===== config.mk =====
export PLATFORM = sky130hd
export DESIGN_NAME = lcd_serial_command_decoder
export DESIGN_NICKNAME = d
export VERILOG_FILES = /design/src/pkg/lcd_cmd_pkg.sv /design/src/rtl/lcd_serial_command_decoder.sv /design/src/rtl/pin_sync.sv
export SDC_FILE = /design/constraint.sdc
export NUM_CORES = 1
export LEC_CHECK = 0
export ABC_AREA = 1
export BUFFER_PORTS_ARGS = -buffer_cell sky130_fd_sc_hd__buf_2
export CAP_MARGIN = 15
export CORE_ASPECT_RATIO = 0.8
export CORE_MARGIN = 10
export CORE_UTILIZATION = 55
export CTS_BUF_LIST = sky130_fd_sc_hd__clkbuf_2
export CTS_CLUSTER_SIZE = 20
export DETAILED_ROUTE_END_ITERATION = 10
export PLACE_DENSITY = 0.8
export SETUP_SLACK_MARGIN = 0.15
export SLEW_MARGIN = 30
export SYNTH_ARGS = -nofsm -noshare
export SYNTH_HDL_FRONTEND = slang
export SYNTH_HIERARCHICAL = 1
export SYNTH_SLANG_ARGS = --single-unit

===== constraint.sdc =====
create_clock -name clock_i -period 1.85 [get_ports clock_i]
set_input_delay 0.185 -clock clock_i [delete_from_list [all_inputs] [get_ports clock_i]]
set_output_delay 0.185 -clock clock_i [all_outputs]
set_load 0.005 [all_outputs]

===== src/pkg/lcd_cmd_pkg.sv =====
package lcd_cmd_pkg;

	// 7-bit slave address with the select bit at zero; the pin supplies bit 0
	localparam logic [6:0] SLAVE_ADDR_BASE = 7'h3C;

	// command field positions inside a command byte
	localparam int CONT_BIT = 7;
	localparam int XADDR_BIT = 6;
	localparam int MODE_TYPE_BIT = 4;

	// opcode patterns of the bits after the continuation flag
	localparam logic [1:0] OP_SET_MODE = 2'h2;
	localparam logic [4:0] OP_START_BANK = 5'h1F;
	localparam logic [2:0] OP_DEV_SELECT = 3'h6;
	localparam logic [2:0] OP_RAM_ACCESS = 3'h7;

	// access order encodings
	localparam logic [1:0] ORDER_CHAR = 2'h0;
	localparam logic [1:0] ORDER_HALF = 2'h1;
	localparam logic [1:0] ORDER_FULL = 2'h2;

	// address space limits
	localparam logic [5:0] COL_LAST = 6'h27;
	localparam logic [1:0] BANK_LAST = 2'h3;
	localparam logic [3:0] OWN_SUBADDR = 4'h0;

	// bit counts of one serial byte
	localparam logic [3:0] BITS_PER_BYTE = 4'h8;
	localparam logic [3:0] RD_LAST_BIT = 4'h7;

	// power-on values
	localparam logic RST_MIXED = 1'b0;
	localparam logic [1:0] RST_DISP = 2'h0;
	localparam logic [1:0] RST_MUX = 2'h0;
	localparam logic [1:0] RST_TOP = 2'h0;
	localparam logic [3:0] RST_SUBADDR = 4'h0;
	localparam logic [1:0] RST_ORDER = 2'h0;
	localparam logic [1:0] RST_BANK = 2'h0;
	localparam logic [5:0] RST_COL = 6'h00;

	// synchroniser reset levels: idle bus lines are high, select pin low
	localparam logic [2:0] SYNC_RST = 3'h3;

	// serial slave states
	typedef enum logic [3:0] {
		ST_IDLE,
		ST_ADDR,
		ST_ADDR_ACK,
		ST_CMD,
		ST_CMD_ACK,
		ST_DATA_WR,
		ST_DATA_ACK,
		ST_RD_LOAD,
		ST_RD_BYTE,
		ST_RD_ACK,
		ST_IGNORE
	} state_t;

endpackage


===== src/rtl/lcd_serial_command_decoder.sv =====
`timescale 1ns/100ps
// Operation
// - answer one of two addresses differing in bit 0
// - address bit 0 follows the select pin
// - ack matching address, else ignore transfer
// - write transfers carry commands, always acked
// - command msb set means another command
// - ack data only when subaddress is ours
// - read goes straight to RAM data out
// - master nacks last byte; we release line
// - advance pointer per byte, subaddress on wrap
// - opcode 1,0 sets mode and system type
// - mux field selects scanned row count
// - status field selects blank/normal/on/inverse
// - opcode 1,1,1,1,1 loads start bank
// - opcode 1,1,0 loads subaddress counter
// - opcode 1,1,1 carries order and bank
// - order field: char, half, full graphic
// - bank field picks first data bank
// - opcode 0 loads six-bit column pointer
// - RAM traffic only at subaddress zero, mixed
// - RAM access only in mixed operation
// - subaddress counter wraps 15 to 0
module lcd_serial_command_decoder
	import lcd_cmd_pkg::*;
(
	input wire logic clock_i,
	input wire logic rstn_i,
	input wire logic scl_i,
	input wire logic sda_i,
	output logic sda_o,
	output logic sda_oen_n_o,
	input wire logic addr_select_pin_i,
	input wire logic [7:0] ram_rdata_i,
	output logic ram_we_o,
	output logic ram_re_o,
	output logic [1:0] ram_bank_o,
	output logic [5:0] ram_col_o,
	output logic [7:0] ram_wdata_o,
	output logic mixed_mode_o,
	output logic [1:0] display_status_o,
	output logic [1:0] mux_rate_o,
	output logic [1:0] top_bank_o,
	output logic [3:0] subaddr_o,
	output logic [1:0] access_order_o
);

	// every flop of the block
	typedef struct packed {
		state_t st; // serial slave state
		logic [3:0] bitcnt; // bits seen or sent in this byte
		logic [7:0] shreg; // shift register, both directions
		logic rw; // read/write bit of the address
		logic cont; // continuation flag of last command
		logic mack; // master acked the byte just sent
		logic scl_prev; // filtered clock one cycle ago
		logic sda_prev; // filtered data one cycle ago
		logic sda_oen_n; // low while we pull the line down
		logic sda_lvl; // level driven when enabled
		logic mixed; // system type
		logic [1:0] disp; // display status
		logic [1:0] mux; // multiplex rate
		logic [1:0] top; // bank shown at top
		logic [3:0] subaddr; // subaddress counter
		logic [1:0] order; // auto-increment order
		logic [1:0] bank; // data pointer bank
		logic [5:0] col; // data pointer column
		logic we; // RAM write strobe
		logic re; // RAM read strobe
		logic [7:0] wdata; // RAM write data
	} ctl_t;

	ctl_t q;
	ctl_t d;
	logic [2:0] pins; // filtered scl, sda, select
	logic scl; // filtered clock line
	logic sda; // filtered data line
	logic sel; // filtered address select
	logic scl_rise; // clock went high
	logic scl_fall; // clock went low
	logic bus_start; // data fell with clock high
	logic bus_stop; // data rose with clock high
	logic ours; // data bytes belong to this device
	logic addr_hit; // received address matches
	logic [8:0] adv; // {subaddress step, bank, column}

	// bus lines and the strap come from outside the clock domain
	pin_sync u_sync (
		.clock_i(clock_i),
		.rstn_i(rstn_i),
		.pins_i({addr_select_pin_i, sda_i, scl_i}),
		.pins_o(pins)
	);

	assign scl = pins[0];
	assign sda = pins[1];
	assign sel = pins[2];

	// line events seen at the system clock
	assign scl_rise = scl & ~q.scl_prev;
	assign scl_fall = ~scl & q.scl_prev;
	assign bus_start = scl & q.scl_prev & q.sda_prev & ~sda;
	assign bus_stop = scl & q.scl_prev & ~q.sda_prev & sda;

	// upper six bits fixed, lowest from the strap pin
	assign addr_hit = (q.shreg[7:2] == SLAVE_ADDR_BASE[6:1]) && (q.shreg[1] == sel);

	// the fixed subaddress only exists in mixed operation
	assign ours = q.mixed && (q.subaddr == OWN_SUBADDR);

	// next data pointer after one byte, in the selected order
	function automatic logic [8:0] next_ptr(
		input logic [1:0] order,
		input logic [1:0] bank,
		input logic [5:0] col
	);
		logic wrap;
		logic [1:0] b;
		logic [5:0] c;
		wrap = 1'b0;
		b = bank;
		c = col;
		case (order)
			ORDER_HALF:
			begin
				// pairs of banks share a column before it steps
				if (!bank[0])
				begin
					b[0] = 1'b1;
				end
				else if (col != COL_LAST)
				begin
					b[0] = 1'b0;
					c = col + 6'h01;
				end
				else
				begin
					b[0] = 1'b0;
					b[1] = ~bank[1];
					c = 6'h00;
					wrap = bank[1];
				end
			end
			ORDER_FULL:
			begin
				// all four banks of a column before the column steps
				if (bank != BANK_LAST)
				begin
					b = bank + 2'h1;
				end
				else if (col != COL_LAST)
				begin
					b = 2'h0;
					c = col + 6'h01;
				end
				else
				begin
					b = 2'h0;
					c = 6'h00;
					wrap = 1'b1;
				end
			end
			default:
			begin
				// character order: a whole bank row, then the next bank
				if (col != COL_LAST)
				begin
					c = col + 6'h01;
				end
				else
				begin
					c = 6'h00;
					b = bank + 2'h1;
					wrap = (bank == BANK_LAST);
				end
			end
		endcase
		return {wrap, b, c};
	endfunction

	assign adv = next_ptr(q.order, q.bank, q.col);

	// protocol engine and command decode
	always_comb
	begin
		d = q;
		d.we = 1'b0;
		d.re = 1'b0;
		d.scl_prev = scl;
		d.sda_prev = sda;
		if (bus_stop)
		begin
			// a stop always frees the line and ends the transfer
			d.st = ST_IDLE;
			d.sda_oen_n = 1'b1;
		end
		else if (bus_start)
		begin
			// start or repeated start: listen for an address
			d.st = ST_ADDR;
			d.bitcnt = 4'h0;
			d.sda_oen_n = 1'b1;
		end
		else
		begin
			case (q.st)
				ST_ADDR, ST_CMD, ST_DATA_WR:
				begin
					// receive: sample on the rising edge, act on the falling one
					if (scl_rise)
					begin
						d.shreg = {q.shreg[6:0], sda};
						d.bitcnt = q.bitcnt + 4'h1;
					end
					else if (scl_fall && q.bitcnt == BITS_PER_BYTE)
					begin
						d.bitcnt = 4'h0;
						if (q.st == ST_ADDR)
						begin
							if (addr_hit)
							begin
								d.rw = q.shreg[0];
								d.sda_oen_n = 1'b0;
								d.st = ST_ADDR_ACK;
							end
							else
							begin
								d.st = ST_IGNORE;
							end
						end
						else if (q.st == ST_CMD)
						begin
							// every command is acked by every addressed device
							d.sda_oen_n = 1'b0;
							d.cont = q.shreg[CONT_BIT];
							d.st = ST_CMD_ACK;
							if (!q.shreg[XADDR_BIT])
							begin
								// column values above the last one are stored as sent
								d.col = q.shreg[5:0];
							end
							else if (q.shreg[6:5] == OP_SET_MODE)
							begin
								d.mixed = q.shreg[MODE_TYPE_BIT];
								d.disp = q.shreg[3:2];
								d.mux = q.shreg[1:0];
							end
							else if (q.shreg[6:4] == OP_DEV_SELECT)
							begin
								d.subaddr = q.shreg[3:0];
							end
							else if (q.shreg[6:2] == OP_START_BANK)
							begin
								// checked first so low nibbles of 12 and up never reach ram access
								d.top = q.shreg[1:0];
							end
							else if (q.shreg[6:4] == OP_RAM_ACCESS)
							begin
								d.order = q.shreg[3:2];
								d.bank = q.shreg[1:0];
							end
						end
						else
						begin
							// data byte: only our subaddress stores and acks it
							if (ours)
							begin
								d.sda_oen_n = 1'b0;
								d.we = 1'b1;
								d.wdata = q.shreg;
							end
							d.st = ST_DATA_ACK;
						end
					end
				end
				ST_ADDR_ACK:
				begin
					// ack clock ends; choose write or read path
					if (scl_fall)
					begin
						d.sda_oen_n = 1'b1;
						if (!q.rw)
						begin
							d.st = ST_CMD;
						end
						else if (ours)
						begin
							d.re = 1'b1;
							d.st = ST_RD_LOAD;
						end
						else
						begin
							// row-only or foreign subaddress: receiving only
							d.st = ST_IGNORE;
						end
					end
				end
				ST_CMD_ACK:
				begin
					// the master must clear the flag before data follows
					if (scl_fall)
					begin
						d.sda_oen_n = 1'b1;
						d.st = q.cont ? ST_CMD : ST_DATA_WR;
					end
				end
				ST_DATA_ACK:
				begin
					// pointer steps for every data byte so cascaded parts keep count
					if (scl_fall)
					begin
						d.sda_oen_n = 1'b1;
						d.bank = adv[7:6];
						d.col = adv[5:0];
						d.subaddr = q.subaddr + {3'h0, adv[8]};
						d.st = ST_DATA_WR;
					end
				end
				ST_RD_LOAD:
				begin
					// read data must be valid by the clock edge that ends the strobe
					d.shreg = ram_rdata_i;
					d.sda_oen_n = ram_rdata_i[7];
					d.bitcnt = 4'h0;
					d.st = ST_RD_BYTE;
				end
				ST_RD_BYTE:
				begin
					// shift out msb first on each falling clock
					if (scl_fall)
					begin
						d.bitcnt = q.bitcnt + 4'h1;
						if (q.bitcnt == RD_LAST_BIT)
						begin
							d.sda_oen_n = 1'b1;
							d.st = ST_RD_ACK;
						end
						else
						begin
							d.shreg = {q.shreg[6:0], 1'b0};
							d.sda_oen_n = q.shreg[6];
						end
					end
				end
				ST_RD_ACK:
				begin
					// the master acks with a low level during the ninth clock
					if (scl_rise)
					begin
						d.mack = ~sda;
					end
					else if (scl_fall)
					begin
						d.bank = adv[7:6];
						d.col = adv[5:0];
						d.subaddr = q.subaddr + {3'h0, adv[8]};
						if (q.mack && adv[8] == 1'b0)
						begin
							d.re = 1'b1;
							d.st = ST_RD_LOAD;
						end
						else
						begin
							// no ack or our space ran out: leave the line high
							d.st = ST_IGNORE;
						end
					end
				end
				default:
				begin
					// idle or ignoring: hold the line released
					d.sda_oen_n = 1'b1;
				end
			endcase
		end
	end

	// registers
	always_ff @(posedge clock_i or negedge rstn_i)
	begin
		if (!rstn_i)
		begin
			q.st <= ST_IDLE;
			q.bitcnt <= 4'h0;
			q.shreg <= 8'h00;
			q.rw <= 1'b0;
			q.cont <= 1'b0;
			q.mack <= 1'b0;
			q.scl_prev <= 1'b1;
			q.sda_prev <= 1'b1;
			q.sda_oen_n <= 1'b1;
			q.sda_lvl <= 1'b0;
			q.mixed <= RST_MIXED;
			q.disp <= RST_DISP;
			q.mux <= RST_MUX;
			q.top <= RST_TOP;
			q.subaddr <= RST_SUBADDR;
			q.order <= RST_ORDER;
			q.bank <= RST_BANK;
			q.col <= RST_COL;
			q.we <= 1'b0;
			q.re <= 1'b0;
			q.wdata <= 8'h00;
		end
		else
		begin
			q <= d;
		end
	end

	// outputs straight from flops
	assign sda_o = q.sda_lvl;
	assign sda_oen_n_o = q.sda_oen_n;
	assign ram_we_o = q.we;
	assign ram_re_o = q.re;
	assign ram_bank_o = q.bank;
	assign ram_col_o = q.col;
	assign ram_wdata_o = q.wdata;
	assign mixed_mode_o = q.mixed;
	assign display_status_o = q.disp;
	assign mux_rate_o = q.mux;
	assign top_bank_o = q.top;
	assign subaddr_o = q.subaddr;
	assign access_order_o = q.order;

endmodule


===== src/rtl/pin_sync.sv =====
`timescale 1ns/100ps
// three-stage synchroniser with an agreement filter on the last two stages
module pin_sync
	import lcd_cmd_pkg::*;
(
	input wire logic clock_i,
	input wire logic rstn_i,
	input wire logic [2:0] pins_i,
	output logic [2:0] pins_o
);

	// all flops of this module
	typedef struct packed {
		logic [2:0] s1;
		logic [2:0] s2;
		logic [2:0] s3;
		logic [2:0] filt;
	} sync_t;

	sync_t q;
	sync_t d;
	logic [2:0] filt_next; // filtered value per line

	// a line only changes once stages two and three agree; stage one feeds stage two only
	genvar g;
	generate
		for (g = 0; g < 3; g++)
		begin : g_line
			assign filt_next[g] = (q.s2[g] == q.s3[g]) ? q.s3[g] : q.filt[g];
		end
	endgenerate

	// next state
	always_comb
	begin
		d = q;
		d.s1 = pins_i;
		d.s2 = q.s1;
		d.s3 = q.s2;
		d.filt = filt_next;
	end

	// registers
	always_ff @(posedge clock_i or negedge rstn_i)
	begin
		if (!rstn_i)
		begin
			q <= {SYNC_RST, SYNC_RST, SYNC_RST, SYNC_RST};
		end
		else
		begin
			q <= d;
		end
	end

	assign pins_o = q.filt;

endmodule


==> impl_metrics.toml, run 1 <==
[timing]
setup_viol = 2
post-route-min-period_ps = 1930
fin_hold_ws_ps = 36.7
slew_viol_final = 0
skew_ps = 30.7
fin_ws_ps = -75.8
max_clock_freq_mhz = 519
finalHoldViolCount = 0
final.period_utilization = 1.04
rsz0062_at_grt = "true"

[job]
max_cap_viol_count = 0

[place]
place_inst = 684
gp_congestion = 0.951
dp_hpwl_mm = 7.85
port_buffers = 44

[setup_path]
cp_max_fo = 5
crit_family = "adder cells"
worst_path_most_repeated_cell = "ha_4"
max_stage_delay_ps = 460
critical_path.cell_chain = "ha_4 > inv_2 > nand4_1 > nand2_1 > nand2_2 > inv_2 > ha_4 > ha_4 > xnor2_2 > o22ai_2 > inv_1 > o21ai_1"
required_ps = 2320
critPathArrivalTime_ps = 2390
cp-end-kind = "flip-flop"
cpMaxStageDelayCell = "dfrtp_1"
path_buf_inv = 3
path_class = "reg2reg"
rrSetupSlack_ps = -80
start_kind = "flip-flop"

[clock_tree]
cts_sinks = 65
cts_tree = "done"
insertion_delay_ps = 550
htree_num_levels = 3
numCtsBuffers = 9
clk_pin_slew_ps = 210
cts_max_path_buffers = 2
clock_tree.root_cell = "clkbuf_2"

[status]
status = "finished, violations left"
violations = "setup timing"

[route]
drt-total-wl_mm = 12.7
post_drt_via_cell_ratio = 5.60
drt_drc_violations_left = 0
drt_iter0_drc = 444
first_pass_iters = 6
ant_nets = 0
num_vias = 4146
routedWlPerCell_um = 17.1

[yosys]
synth_top_area_cell = "dfrtp_1"
synth_top_area_share = 0.333
yosysWarningCount = 6
synthCells = 556
synth.ff_latch_count = 65
synth_flop_cell = "dfrtp_1"
syn-num-nets = 577
async_flop_share = 1.00
netlist_top_cells_count = "nand2_1, inv_1, nor2_1"
synthTopCellsByArea = "dfrtp_1, nand2_1, dfstp_2"
synth_area_um2 = 4050
avgSynthCellArea_um2 = 7.29
yosysSeqAreaShare = 0.405
synth.most_common_cell = "nand2_1"
ys_types = 30
synth-edff-count = 0

[die]
start_util = 0.577
io_pins = 46
die_w_um = 116
placementRows = 27
die_h_um = 96.8
core-area_um2 = 7030
die_area_um2 = 11200

[cells_and_area]
final_util = 0.778
nets = 669
area_delta_synth_final_pct = 34.9
final_cells = 740
diodes = 0
layout-drive-gt1-share = 0.438

[global_route]
grt_max_degree = 66
grt-busiest-layer = "met2"
grt_pass1_vias = 3659
grt_use_total = 0.199
met2_usage = 0.297
grt_overflow = 0
grtUsageMet3 = 0.0727
antenna_found_initial = 0
gr-usage-met1 = 0.269
grt_pass1_wl_mm = 18.0

[power]
power.switching_mw = 3.39
internal-power_mw = 3.42
peakVddDrop_mv = 0.846
pwr-share-clk = 0.113
seqPwrFrac = 0.280
power_leakage_nw = 2.87
pwr-share-comb = 0.607
cellPowerDensity_nw_per_um2 = 1250
switching_share = 0.498

[min_path]
hold_class = "in2reg"
-- worst paths after layout --
| kind | end | from | cells past startpoint |
|---|---|---|---|
| min in group asynchronous | q[47]$_DFFE_PN0P_ | rstn_i | 3 |
| max in group asynchronous | q[34]$_DFF_PN1_ | rstn_i | 3 |
| worst min-delay path | q[38]$_DFFE_PN0P_ | ram_rdata_i[0] | 5 |
| worst max register to register | subaddr_o[2]$_DFFE_PN0P_ | access_order_o[1]$_DFFE_PN0P_ | 12 |
| worst min register to register | u_sync/d[3]$_DFF_PN1_ | u_sync/d[6]$_DFF_PN1_ | 0 |
| worst max-delay path | subaddr_o[2]$_DFFE_PN0P_ | access_order_o[1]$_DFFE_PN0P_ | 12 |
-- logic make-up (layout without fill, tap and decap cells) --
logic type                 after synthesis  in the layout  synth area share
other                                    1              1          0.000925
AOI/OAI and AO/OA                       89             89             0.125
buffers and inverters                  112            209             0.143
DFF                                     65             65             0.405
adders and majority gates                8              8            0.0247
xor gates and xnor gates                 6              6            0.0130
and+or+nand+nor                        275            275             0.289
-- flip-flops by register name (all words and copies together) (netlist names), 2 cells and up --
register          cells
subaddr_o             4
top_bank_o            2
ram_bank_o            2
ram_col_o             6
access_order_o        2
ram_wdata_o           8
mux_rate_o            2
q                    21
display_status_o      2
u_sync/q              3
u_sync/pins_o         3
u_sync/d              6
-- per-stage QoR --
step	setup TNS (ps)	setup slack, ps	power (mW)	cell area (µm²)
after detailed placement	-69.3	-69.3	4.82	4400
after CTS	-73.5	-70.2	5.81	4790
after floorplan	0	132	3.98	4090
after global placement	0	75.7	4.79	4400
final	-81.3	-75.8	6.81	5470
after global routing	-1300	-165	7.24	5470
-- per-layer routing --
metal  routed length [µm]  share of wire  up-vias
met4                  372          0.029        0
met1                 4930           0.39     1919
met2                 6020           0.48      264
met5                    0              0        -
met3                 1340           0.11       45
li1                     -              -     1918
-- what timing repair did --
item | 4_1_cts | 5_1_grt
setup endpoints to repair | 42 | 46
cloned | 0 | 2
setup buffers | 15 | 15
hold buffers | 8 | 1
hold endpoints to repair | 72 | 1
gates resized for setup | 32 | 170
pin swaps | 12 | 51
-- cells in the final DEF (no fill, tap or decap), types with 4 or more instances in the layout --
master,netlist,final
nand2_1,155,119
inv_1,66,54
dfrtp_1,54,49
buf_2,1,44
buf_4,34,43
nor2_1,62,37
nand3_1,34,26
nand2_2,8,25
o21ai_0,56,25
buf_6,4,20
nor2_4,3,19
nand2_4,0,17
o21ai_1,3,17
inv_2,7,16
o21ai_2,0,16
nor2_2,5,14
a21oi_2,8,11
clkbuf_2,0,11
dfstp_2,11,11
a21oi_1,13,10
dlygate4sd3_1,0,9
nand3_4,0,5
dfrtp_2,0,5
nand3_2,1,4
o22ai_1,5,4
ha_4,0,4
ha_1,8,4
-- cell type report --
cell class	count	area, µm²
Tap cell	87	109
Timing Repair inverter	1	5.00
Clock buffer	11	55.1
Sequential cell	65	1650
Inverter	73	288
Fill cell	467	1560
Clock inverter	5	33.8
Multi-Input combinational cell	379	2410
Timing Repair Buffer	119	923
-- power by group through the flow --
stage | logic (mW) | clock network [mW] | registers [mW]
after floorplan | 2.17 | 0 | 1.81
after global placement | 2.93 | 0 | 1.86
after detailed placement | 2.95 | 0 | 1.88
after CTS | 3.18 | 0.761 | 1.87
after global routing | 4.49 | 0.826 | 1.92
final | 4.13 | 0.771 | 1.90
-- tightest hold or removal path, cell delays in order --
cell and delay (ps):
buf_2 100, nand2_1 50, o21ai_1 90, nor2_4 110
a21oi_2 40
Power figures use the tool's default switching activity.
==> inputs of run 2 (changes only) <==
==> constraint.sdc (replaced) <==
create_clock -name clock_i -period 1.7 [get_ports clock_i]
set_input_delay 0.17 -clock clock_i [delete_from_list [all_inputs] [get_ports clock_i]]
set_output_delay 0.17 -clock clock_i [all_outputs]
set_load 0.005 [all_outputs]
==> impl_metrics.toml, run 2 (synthesized netlist as in run 1, its figures left out) <==
[status]
status = "finished, violations left"
violations = "setup timing"

[timing]
finalHoldViolCount = 0
fin_ws_ps = -245
slew_viol_final = 0
max_clock_freq_mhz = 514
final.period_utilization = 1.14
rsz0062_at_grt = "true"
setup_viol = 34
post-route-min-period_ps = 1940
setup_tns_ps = -2350
skew_ps = 30.6

[cells_and_area]
final_cell_mix = "nand2_1, buf_4, inv_1"
nets = 694
multi_input_area_um2 = 2510
area_delta_synth_final_pct = 43.8
nFillCells = 387
largest_reg_flops = 21
layout-drive-gt1-share = 0.510
final_common_cell = "nand2_1"
stdcell_area_um2 = 5830
regMostFlops = "q"
final_util = 0.829
seq_area_um2 = 1650
diodes = 0
final_cells = 765

[min_path]
hold_class = "in2reg"

[die]
placementRows = 27
die_h_um = 96.8
core-area_um2 = 7030
die_area_um2 = 11200
die_w_um = 116
io_pins = 46
start_util = 0.577

[clock_tree]
cts_sinks = 65
numCtsBuffers = 9
htree_num_levels = 3
clk_pin_slew_ps = 220
insertion_delay_ps = 540
clock_tree.root_cell = "clkbuf_2"
cts_tree = "done"
cts_max_path_buffers = 2

[global_route]
grt_pass1_wl_mm = 20.3
grt_overflow = 0
grt_max_degree = 37
antenna_found_initial = 0
grt_use_total = 0.221
grt_pass1_vias = 4118

[setup_path]
required_ps = 2190
cp-end-kind = "flip-flop"
start_kind = "flip-flop"
crit_family = "adder cells"
cp_max_fo = 3
path_class = "reg2reg"
critPathArrivalTime_ps = 2440
cpMaxStageDelayCell = "dfrtp_1"
max_stage_delay_ps = 440
path_buf_inv = 4
critical_path.cell_chain = "inv_2 > ha_4 > inv_2 > nand4_1 > nand2_1 > nand2_2 > inv_2 > ha_4 > ha_4 > xnor2_1 > o22ai_1 > inv_1 > o21ai_2"

[route]
drt_iter0_drc = 469
post_drt_via_cell_ratio = 5.87
first_pass_iters = 7
num_vias = 4492
drt_drc_violations_left = 0
routedWlPerCell_um = 19.4
drt-total-wl_mm = 14.8
ant_nets = 0

[place]
placed_cell_area_um2 = 4620
dp_hpwl_mm = 8.37
port_buffers = 44
place_inst = 708
gp_congestion = 0.895
place_ws_ps = -174

[power]
cellPowerDensity_nw_per_um2 = 1420
power_leakage_nw = 2.99
peakVddDrop_mv = 0.854

[job]
max_cap_viol_count = 0
[run 2: cell types whose count changed in the layout (fill, tap and decap cells not counted), moves of 5 or more]
cell,before,now
nand2_2,25,50
nand2_1,119,97
buf_4,43,62
o21ai_1,17,29
o21ai_0,25,15
buf_6,20,28
nand3_1,26,19
nand3_2,4,10
dlygate4sd3_1,9,4
nor2_4,19,24
[run 2: path summary, 6_finish.rpt]
check	start	end	slack, ps	cells after the start
max in group asynchronous	rstn_i	q[36]$_DFFE_PN0P_	1080	3
min	ram_rdata_i[6]	q[44]$_DFFE_PN0P_	30	5
max reg2reg	access_order_o[0]$_DFFE_PN0P_	subaddr_o[2]$_DFFE_PN0P_	-240	13
max	access_order_o[0]$_DFFE_PN0P_	subaddr_o[2]$_DFFE_PN0P_	-240	13
min reg2reg	u_sync/d[3]$_DFF_PN1_	u_sync/q[3]$_DFF_PN1_	370	0
min in group asynchronous	rstn_i	q[47]$_DFFE_PN0P_	60	2
[run 2: repair_timing]
action | 4_1_cts | 5_1_grt
setup endpoints to repair | 49 | 50
cloned | 1 | 1
endpoints found under the hold margin | 68 | 0
setup buffers | 22 | 13
resized for setup | 175 | 82
pin swaps | 42 | 36
hold buffers | 4 | 0
[run 2: worst min-delay path, stage by stage]
cell and delay (ps):
buf_2 100, nand2_1 50, o21ai_1 90, nor2_4 110
a21oi_2 40
[run 2: through the flow]
step	total power [mW]	hold slack (ps)
after floorplan	4.36	-126
after global placement	5.41	117
after detailed placement	5.47	128
after CTS	7.40	25.6
after global routing	8.69	41.6
final	8.30	27.0
[run 2: area by class of cell]
| type | instances | share of cell area |
|---|---|---|
| Sequential cell | 65 | 0.282 |
| Timing Repair inverter | 1 | 0.00129 |
| Clock buffer | 9 | 0.00773 |
| Timing Repair Buffer | 144 | 0.199 |
| Clock inverter | 7 | 0.00773 |
| Tap cell | 87 | 0.0187 |
| Inverter | 73 | 0.0524 |
| Multi-Input combinational cell | 379 | 0.431 |
[run 2: layer usage]
| metal | part of all wire | vias to the layer above | global-route usage |
|---|---|---|---|
| li1 | - | 1961 | - |
| met1 | 0.37 | 2099 | 0.276 |
| met2 | 0.46 | 342 | 0.351 |
| met3 | 0.11 | 90 | 0.0690 |
| met4 | 0.052 | 0 | 0.0734 |
| met5 | 0 | - | 0 |
[run 2: report_power, final]
group | total [mW] | leakage (nW) | internal (mW) | switching, mW
clock network | 0.849 | 0.0634 | 0.191 | 0.657
logic | 5.37 | 2.11 | 2.09 | 3.28
registers | 2.08 | 0.817 | 1.80 | 0.279
total | 8.30 | 2.99 | 4.08 | 4.22
